[src/design/clp_cfg_map.svh]
/*
  Constants for the configuration low byte and block protection decoder.
  Assumes inclusion by the package and the top module.
*/
`ifndef CLP_CFG_MAP_SVH
`define CLP_CFG_MAP_SVH

`define CLP_CFG_LOW_OFFSET 24'h300000
`define CLP_PROT_OFFSET 24'h300008
`define CLP_STATUS_OFFSET 24'h300010
`define CLP_CFG_EXT_BIT 6
`define CLP_CFG_SECONDARY_OSCILLATOR_HI 4
`define CLP_CFG_SECONDARY_OSCILLATOR_LO 3
`define CLP_CFG_LFPWR_BIT 2
`define CLP_CFG_RSRC_BIT 0
`define CLP_CFG_IMPL_MASK 8'h5D
`define CLP_CFG_RESET 8'h5D
`define CLP_WDC_REGULATOR_SLEEP_CTL_BIT 7
`define CLP_WDC_RETENTION_SLEEP_CTL_BIT 4
`define CLP_NBLK 8
`define CLP_NBLK_SMALL 4
`define CLP_PROT_RESET 8'hFF
`define CLP_SECONDARY_OSCILLATOR_HIGH 2'h3
`define CLP_SECONDARY_OSCILLATOR_DIG 2'h2
`define CLP_SECONDARY_OSCILLATOR_LOW 2'h1
`define CLP_SECONDARY_OSCILLATOR_RSVD 2'h0

`endif

[src/design/clp_pkg.sv]
/*
  Types for the configuration low byte decoder.
  Assumes clp_cfg_map.svh is on the include path.
*/
`include "clp_cfg_map.svh"

package clp_pkg;
  typedef enum logic [1:0] {
    CLP_SECONDARY_OSCILLATOR_RESERVED = 2'h0,
    CLP_SECONDARY_OSCILLATOR_LOW_PWR = 2'h1,
    CLP_SECONDARY_OSCILLATOR_DIGITAL = 2'h2,
    CLP_SECONDARY_OSCILLATOR_HIGH_PWR = 2'h3
  } clp_secondary_oscillator_mode_t;

  typedef struct packed {
    logic ext_instr_enable;
    logic indexed_addr_enable;
    logic secondary_oscillator_high_power;
    logic secondary_oscillator_low_power;
    logic sec_clock_digital_input;
    logic port_c_pins_gpio;
    logic secondary_oscillator_reserved;
    logic lf_osc_sleep_high_power;
    logic regulator_sleep_power;
    logic ulp_regulator_enable;
  } clp_cfg_out_t;

  typedef struct packed {
    logic [`CLP_NBLK-1:0] code_protect;
    logic [`CLP_NBLK-1:0] write_protect;
    logic [`CLP_NBLK-1:0] table_read_protect;
  } clp_prot_t;

  typedef struct packed {
    logic [23:0] addr;
    logic [7:0] wdata;
    logic wr;
    logic rd;
  } clp_bus_req_t;
endpackage : clp_pkg

[src/design/clp_config_low.sv]
/*
  Configuration low byte decoder and per-block program memory protection.
  Assumes nonvolatile values are stable at reset and a single 100 MHz clock.
*/
// Added by the designer: the strobed register port.
// Functional notes
// - Extension bit set enables extended instructions and indexed addressing; clear means legacy.
// - Oscillator field: 11 high power, 10 digital input, 01 low power, 00 reserved.
// - Low-frequency oscillator stays high power in sleep when its bit is set.
// - Source bit picks regulator or retention control bit; clear also enables ULP regulator.
// - Unimplemented configuration bits 7, 5 and 1 read as zero.
// - Four protection blocks on small parts, eight on the largest; boot block first.
// - Each block has code, write and external table read protection.
`timescale 1ns/1ps
`default_nettype none
`include "clp_cfg_map.svh"

module clp_config_low
  import clp_pkg::*;
(
  input wire logic clk,
  input wire logic srst,
  input wire logic large_variant,
  input wire logic [7:0] nv_config_byte,
  input wire logic [`CLP_NBLK-1:0] nv_code_protect,
  input wire logic [`CLP_NBLK-1:0] nv_write_protect,
  input wire logic [`CLP_NBLK-1:0] nv_table_read_protect,
  input wire logic [7:0] watchdog_control_reg,
  input wire logic sleep_active,
  input wire logic [23:0] bus_addr,
  input wire logic [7:0] bus_wdata,
  input wire logic bus_wr,
  input wire logic bus_rd,
  output logic [7:0] bus_rdata,
  output clp_cfg_out_t cfg_out,
  output clp_prot_t prot_out
);

  logic [7:0] cfg_byte;
  clp_prot_t prot;
  logic latched;
  logic [`CLP_NBLK-1:0] blk_valid;
  clp_secondary_oscillator_mode_t secondary_oscillator_mode;
  clp_cfg_out_t next_cfg;
  clp_prot_t next_prot;
  logic [7:0] next_rdata;

  // Capture on first cycle after reset release
  always_ff @(posedge clk) begin
    if (srst) begin
      latched <= 1'b0;
    end else begin
      latched <= 1'b1;
    end
  end

  always_ff @(posedge clk) begin
    if (srst) begin
      cfg_byte <= `CLP_CFG_RESET;
    end else if (!latched) begin
      cfg_byte <= nv_config_byte & `CLP_CFG_IMPL_MASK;
    end
  end

  // Blocks beyond the small count exist only on the large variant
  genvar gi;
  generate
    for (gi = 0; gi < `CLP_NBLK; gi++) begin : g_blk
      assign blk_valid[gi] = (gi < `CLP_NBLK_SMALL) || large_variant;
      always_ff @(posedge clk) begin
        if (srst) begin
          prot.code_protect[gi] <= 1'b1;
          prot.write_protect[gi] <= 1'b1;
          prot.table_read_protect[gi] <= 1'b1;
        end else if (!latched) begin
          prot.code_protect[gi] <= nv_code_protect[gi];
          prot.write_protect[gi] <= nv_write_protect[gi];
          prot.table_read_protect[gi] <= nv_table_read_protect[gi];
        end
      end
      assign next_prot.code_protect[gi] = prot.code_protect[gi] & blk_valid[gi];
      assign next_prot.write_protect[gi] = prot.write_protect[gi] & blk_valid[gi];
      assign next_prot.table_read_protect[gi] = prot.table_read_protect[gi] & blk_valid[gi];
    end
  endgenerate

  assign secondary_oscillator_mode = clp_secondary_oscillator_mode_t'(cfg_byte[`CLP_CFG_SECONDARY_OSCILLATOR_HI:`CLP_CFG_SECONDARY_OSCILLATOR_LO]);

  always_comb begin
    next_cfg = '0;
    next_cfg.ext_instr_enable = cfg_byte[`CLP_CFG_EXT_BIT];
    next_cfg.indexed_addr_enable = cfg_byte[`CLP_CFG_EXT_BIT];
    case (secondary_oscillator_mode)
      CLP_SECONDARY_OSCILLATOR_HIGH_PWR: next_cfg.secondary_oscillator_high_power = 1'b1;
      CLP_SECONDARY_OSCILLATOR_DIGITAL: begin
        next_cfg.sec_clock_digital_input = 1'b1;
        next_cfg.port_c_pins_gpio = 1'b1;
      end
      CLP_SECONDARY_OSCILLATOR_LOW_PWR: next_cfg.secondary_oscillator_low_power = 1'b1;
      default: next_cfg.secondary_oscillator_reserved = 1'b1;
    endcase
    next_cfg.lf_osc_sleep_high_power = cfg_byte[`CLP_CFG_LFPWR_BIT] & sleep_active;
    if (cfg_byte[`CLP_CFG_RSRC_BIT]) begin
      next_cfg.regulator_sleep_power = watchdog_control_reg[`CLP_WDC_REGULATOR_SLEEP_CTL_BIT];
      next_cfg.ulp_regulator_enable = 1'b0;
    end else begin
      next_cfg.regulator_sleep_power = watchdog_control_reg[`CLP_WDC_RETENTION_SLEEP_CTL_BIT];
      next_cfg.ulp_regulator_enable = 1'b1;
    end
  end

  always_ff @(posedge clk) begin
    if (srst) begin
      cfg_out <= '0;
      prot_out <= '0;
    end else begin
      cfg_out <= next_cfg;
      prot_out <= next_prot;
    end
  end

  // Read-only register window; writes are ignored
  always_comb begin
    next_rdata = 8'h00;
    if (bus_rd) begin
      case (bus_addr)
        `CLP_CFG_LOW_OFFSET: next_rdata = cfg_byte & `CLP_CFG_IMPL_MASK;
        `CLP_PROT_OFFSET: next_rdata = next_prot.code_protect;
        `CLP_PROT_OFFSET + 24'h000001: next_rdata = next_prot.write_protect;
        `CLP_PROT_OFFSET + 24'h000002: next_rdata = next_prot.table_read_protect;
        `CLP_STATUS_OFFSET: next_rdata = {6'h00, large_variant, latched};
        default: next_rdata = 8'h00;
      endcase
    end
  end

  always_ff @(posedge clk) begin
    if (srst) begin
      bus_rdata <= 8'h00;
    end else begin
      bus_rdata <= next_rdata;
    end
  end

endmodule : clp_config_low

`default_nettype wire

[config.mk]
export PLATFORM = sky130hd
export DESIGN_NAME = clp_config_low
export DESIGN_NICKNAME = d
export VERILOG_FILES = /design/src/design/clp_pkg.sv /design/src/design/clp_config_low.sv
export VERILOG_INCLUDE_DIRS = /design/src /design/src/design
export SDC_FILE = /design/constraint.sdc
export NUM_CORES = 1
export LEC_CHECK = 0
export ABC_AREA = 1
export BUFFER_PORTS_ARGS = -buffer_cell sky130_fd_sc_hd__buf_2
export CAP_MARGIN = 20
export CORE_AREA = 3 3 76 78
export CTS_BUF_LIST = sky130_fd_sc_hd__clkbuf_2 sky130_fd_sc_hd__clkbuf_4 sky130_fd_sc_hd__clkbuf_8
export DETAILED_ROUTE_END_ITERATION = 6
export DIE_AREA = 0 0 79 81
export GPL_ROUTABILITY_DRIVEN = 1
export PLACE_DENSITY = 0.83
export REMOVE_ABC_BUFFERS = 1
export SLEW_MARGIN = 20
export SYNTH_ARGS = -nofsm -noshare
export SYNTH_HDL_FRONTEND = slang
export SYNTH_SLANG_ARGS = --single-unit
[constraint.sdc]
create_clock -name clk -period 1.7 [get_ports clk]
set_input_delay 0.34 -clock clk [delete_from_list [all_inputs] [get_ports clk]]
set_output_delay 0.34 -clock clk [all_outputs]
set_load 0.05 [all_outputs]
* Word level (Yosys, flattened, before mapping)
Cells that the tools add are included.
Widths: inputs -> output; s select.
** Operators by class
- Add/subtract/negate cells :: 0
- Multipliers :: 0
- Divide/modulo/power cells :: 0
- Order comparisons :: 0
- Eq/ne operators :: 8
- Shift-type cells :: 0
- Mux-type cells :: 7
- Bitwise gates (word level) :: 14
- Reductions and logical operators :: 2
** Operators by type and width (count)
- $eq 24x22->1 const B :: 5
- $pmux 8 s5 :: 1
- $and 1x1->1 :: 13
- $eq 2x2->1 const B :: 2
- $mux 1 :: 4
- $mux 2 :: 2
- $reduce_or 3->1 :: 1
- $eq 2x1->1 const B :: 1
- $reduce_or 2->1 :: 1
- $not 1->1 :: 1
** Storage, ports and cells
- Bits in registers :: 71
- Latch bits :: 0
- Bits in writable memories :: 0
- Bits in read-only memories :: 0
- Word-level logic and storage cells :: 70
- Memories kept :: 0

* Longest topological paths before layout
- Depth after elaboration :: 3
- Gate-level depth with buffers :: 11

* Worst setup path after synthesis
OpenSTA, ideal clock, no wires.
- Path kind :: input to register
- Start point :: input bus_addr[16]
- End point :: register bus_rdata[3]
- Setup time :: 0.063 ns
- Arrival time :: 1.242 ns
- Data required time :: 1.637 ns
- Slack :: 0.395 ns
- Stages on the path :: 10
- Buffers on the path :: 1
- Path through :: inv_1 nand2_1 nor2_2 nand2_2 nor2_8 buf_8 nand3_1 o21ai_0 nor2_1 nor2_2
** On the way
- Longest elaborated chain between the ends :: 2
- Elaborated cells between the ends (all ways) :: 6
- Classes of those cells :: 5 x eq/ne; 1 x mux
** RTL lines
- start, declared :: RTL line clp_config_low.sv:30 : input wire logic [23:0] bus_addr,
- $eq 24x22->1 :: RTL line clp_config_low.sv:126 : case (bus_addr)
- $pmux 8 s5 (*) :: RTL line clp_config_low.sv:126
- end signal, assigned :: RTL line clp_config_low.sv:141 : bus_rdata <= next_rdata;
- end, declared :: RTL line clp_config_low.sv:34 : output logic [7:0] bus_rdata,
Mark *: on every way between the ends. The rest lies on a longest branch, timed or not.
A chain may end at the register's enable or synchronous reset.

* Worst setup path after layout
- Start point :: input bus_addr[10]
- End point :: register bus_rdata[5]
Same word-level chain as after synthesis.

==> impl_metrics.env <==
export IMPL_start_util_pct=52.1
export IMPL_final_util_pct=67.6
export IMPL_cts_buffer_depth=2
export IMPL_hold_start="nv_code_protect[4]"
export IMPL_min_delay_path_class="in -> reg"
export IMPL_yosys_area_top_type="dfxtp_1"
export IMPL_portBuffers=101
export IMPL_clock_skew_ps=6.25
export IMPL_yosysSeqAreaShare_pct=52.4
export IMPL_crit_type="in -> reg"
export IMPL_maxCapViolCount=0
export IMPL_synthCells=345
export IMPL_cp_common_cell="nor2_1"
export IMPL_muxShareOfSynthArea_pct=0
export IMPL_reg2reg_depth=4
export IMPL_r2r_end="next_prot[2]$_SDFFE_PP1N_"
export IMPL_die_w_um=79
export IMPL_grt_overflow=0
export IMPL_antenna_found_initial=0
export IMPL_grt_pass1_wl_um=10900
export IMPL_fmax_mhz=755
export IMPL_nFillCells=449
export IMPL_dieArea_sq_um=6400
export IMPL_die_y_um=81
export IMPL_cts_tree="done"
export IMPL_worstHoldPathCells=3
export IMPL_vias=2573
export IMPL_tns_ps=0
export IMPL_cts_root_buf="clkbuf_8"
export IMPL_synth_top_family_by_area="simple AND/OR/NAND/NOR gates"
export IMPL_crit_path_top_delay_cell="o21ai_0"
export IMPL_grt_max_degree=31
export IMPL_synth_compound_area_share_pct=7.76
export IMPL_antenna_cells=0
export IMPL_path_cells="buf_2 -> inv_1 -> nand2_1 -> nor2_1 -> nand2_2 -> nor2_1 -> nand2_2 -> o21ai_0 -> nor2_1 -> nor2_2"
export IMPL_ir_drop_mv=0.735
export IMPL_cts_resized_gates=0
export IMPL_synth_simple_area_share_pct=30.6
export IMPL_drc=0
export IMPL_routed_wl_um=6540
export IMPL_syn_cell_area_sq_um=2680
export IMPL_via_per_inst=4.92
export IMPL_netlist_top_cells_area="dfxtp_1, nand2_1, nor2_1"
export IMPL_cts_buffers=9
export IMPL_drive_above_1_share_pct=33.3
export IMPL_wire_per_inst_um=12.5
export IMPL_setup_viol=0
export IMPL_slew_limit_headroom_pct=67.0
export IMPL_cts_htree_levels=3
export IMPL_p_per_area_nw_per_um2=1080
export IMPL_final_cell_area_sq_um=3470
export IMPL_cpPeakStageDelay_ps=270
export IMPL_cp_end_kind="register"
export IMPL_hold_viol=0
export IMPL_synth_top_area_share_pct=52.4
export IMPL_avgSynthCellArea_sq_um=7.76
export IMPL_antenna_left=0
export IMPL_grt_pass1_vias=2410
export IMPL_dpl_cell_area_sq_um=3250
export IMPL_rows=26
export IMPL_maxSlewViolCount=0
export IMPL_worstHoldEndpoint="prot[20]$_SDFFE_PP1N_"
export IMPL_status="finished, final reports clean"
export IMPL_path_clk_slew_ps=80
export IMPL_area_growth_syn_to_layout_pct=29.8
export IMPL_yosysWarnings=0
export IMPL_place_hpwl_um=4670
export IMPL_critPathBufInv=2
export IMPL_ctsHoldBuffers=0
export IMPL_crit_required_ps=1980
export IMPL_fin_nets=527
export IMPL_synthAdderAreaFrac_pct=0
export IMPL_cp_start_kind="input port"
export IMPL_io_pins=120
export IMPL_core_area_sq_um=5140
export IMPL_timing_final_crit_share_pct=78.0
export IMPL_ys_ff_latch=70
export IMPL_post_cts_buffers=0
export IMPL_tightest_slew_ps=494
export IMPL_cts_num_sinks=70
export IMPL_synthXorXnorAreaFrac_pct=0
export IMPL_rsz0062_at_grt="no"
export IMPL_firstDrtPassIters=5
export IMPL_grt_use_total_pct=22.3
export IMPL_period_needed_ps=1330
export IMPL_reg2reg_from="latched$_DFF_P_"
export IMPL_leakagePower_nw=1.84
export IMPL_clk_latency_ps=340
export IMPL_ff2ff_setup_slack_ps=390
export IMPL_drt_iter0_markers=164
export IMPL_gp_congestion=0.840
export IMPL_arrival_ps=1610
export IMPL_cp_max_fo=7
export IMPL_cpLargestDelayFamily="simple AND/OR/NAND/NOR gates"
export IMPL_synth_cell_types=21
[cell families after synthesis]
kind of cell | after synthesis
DFF | 70
AOI/OAI and AO/OA | 32
buffers and inverters | 61
and+or+nand+nor | 182
[registers in the layout, indices dropped and copies added (netlist names)]
name / flops
bus_rdata: 8
cfg_byte: 5
cfg_out: 8
latched: 1
next_prot: 12
prot: 12
prot_out: 24
[worst reg2reg max path, delay by kind of cell, from the launching register on]
family / cells / cell delay, ps
AO/OA/AOI/OAI: 1 / 90
AND/OR/NAND/NOR: 1 / 110
buffers and inverters: 2 / 360
flip-flops: 1 / 630
[cell usage after synthesis]
cell type / count
buf_1: 3
buf_2: 1
buf_4: 2
buf_8: 1
clkbuf_1: 10
dfxtp_1: 70
inv_1: 36
inv_2: 8
nand2_1: 68
nand2_2: 4
nand2_4: 1
nand3_1: 31
nand3b_1: 4
nor2_1: 51
nor2_2: 11
nor2_4: 1
nor2_8: 1
nor3_1: 10
o211ai_1: 19
o21ai_0: 11
o21ai_1: 2
[layout by cell type, fill, tap and decap left out, types with 2 or more instances in the layout]
master / synthesis / layout
nand3_1: 31 / 31
inv_1: 36 / 36
o21ai_1: 2 / 2
nand3b_1: 4 / 4
nand2_1: 68 / 68
nor2_2: 11 / 11
nor3_1: 10 / 10
buf_2: 1 / 101
buf_4: 2 / 9
o211ai_1: 19 / 19
clkbuf_8: 0 / 10
o21ai_0: 11 / 11
dfxtp_1: 70 / 70
nand2_2: 4 / 4
bufinv_16: 0 / 2
nor2_1: 51 / 51
inv_2: 8 / 8
[layout make-up]
type	instances	area, sq um	area share [%]
clock buffer	10	138	3.96
clock inverter	5	82.6	2.38
inverter	44	165	4.76
multi-input combinational	214	1030	29.5
sequential	70	1400	40.3
tap	70	87.6	2.52
timing repair buffer	110	573	16.5
[through the flow]
stage               instances  total power [W]  worst slack [ps]  hold WS [ps]
floorplan                 328          0.00213               281           407
global placement          508          0.00230               101           440
detailed placement        508          0.00232              53.4           442
CTS                       523          0.00380               395           175
global route              523          0.00395               231           190
finish                    523          0.00377               375           190
[worst max path at each step]
stage,end,cells past startpoint,from
floorplan,cfg_byte[0]$_SDFFE_PP1N_,2,latched$_DFF_P_
global route,bus_rdata[4]$_SDFF_PP0_,10,bus_addr[9]
global placement,bus_rdata[5]$_SDFF_PP0_,10,bus_addr[8]
detailed placement,bus_rdata[5]$_SDFF_PP0_,10,bus_addr[10]
finish,bus_rdata[5]$_SDFF_PP0_,10,bus_addr[10]
CTS,prot_out[13],1,prot_out[13]$_SDFF_PP0_
[metal layers]
| layer | global-route usage (%) | vias up | part of all wire, % | wire [um] |
|---|---|---|---|---|
| met3 | 6.87 | 16 | 7.5 | 490 |
| li1 | - | 1293 | - | - |
| met1 | 26.5 | 1158 | 40 | 2610 |
| met5 | 0 | - | 0 | 0 |
| met4 | 7.73 | 0 | 1.9 | 126 |
| met2 | 38.3 | 106 | 51 | 3320 |
[report_power, final]
group          leakage [nW]  switching (W)  internal (W)  total, W
Clock                 0.113       0.000622      0.000863   0.00149
Sequential            0.581      0.0000399       0.00174   0.00178
Combinational          1.15       0.000354      0.000151  0.000505
(Power assumes the default switching activity.)
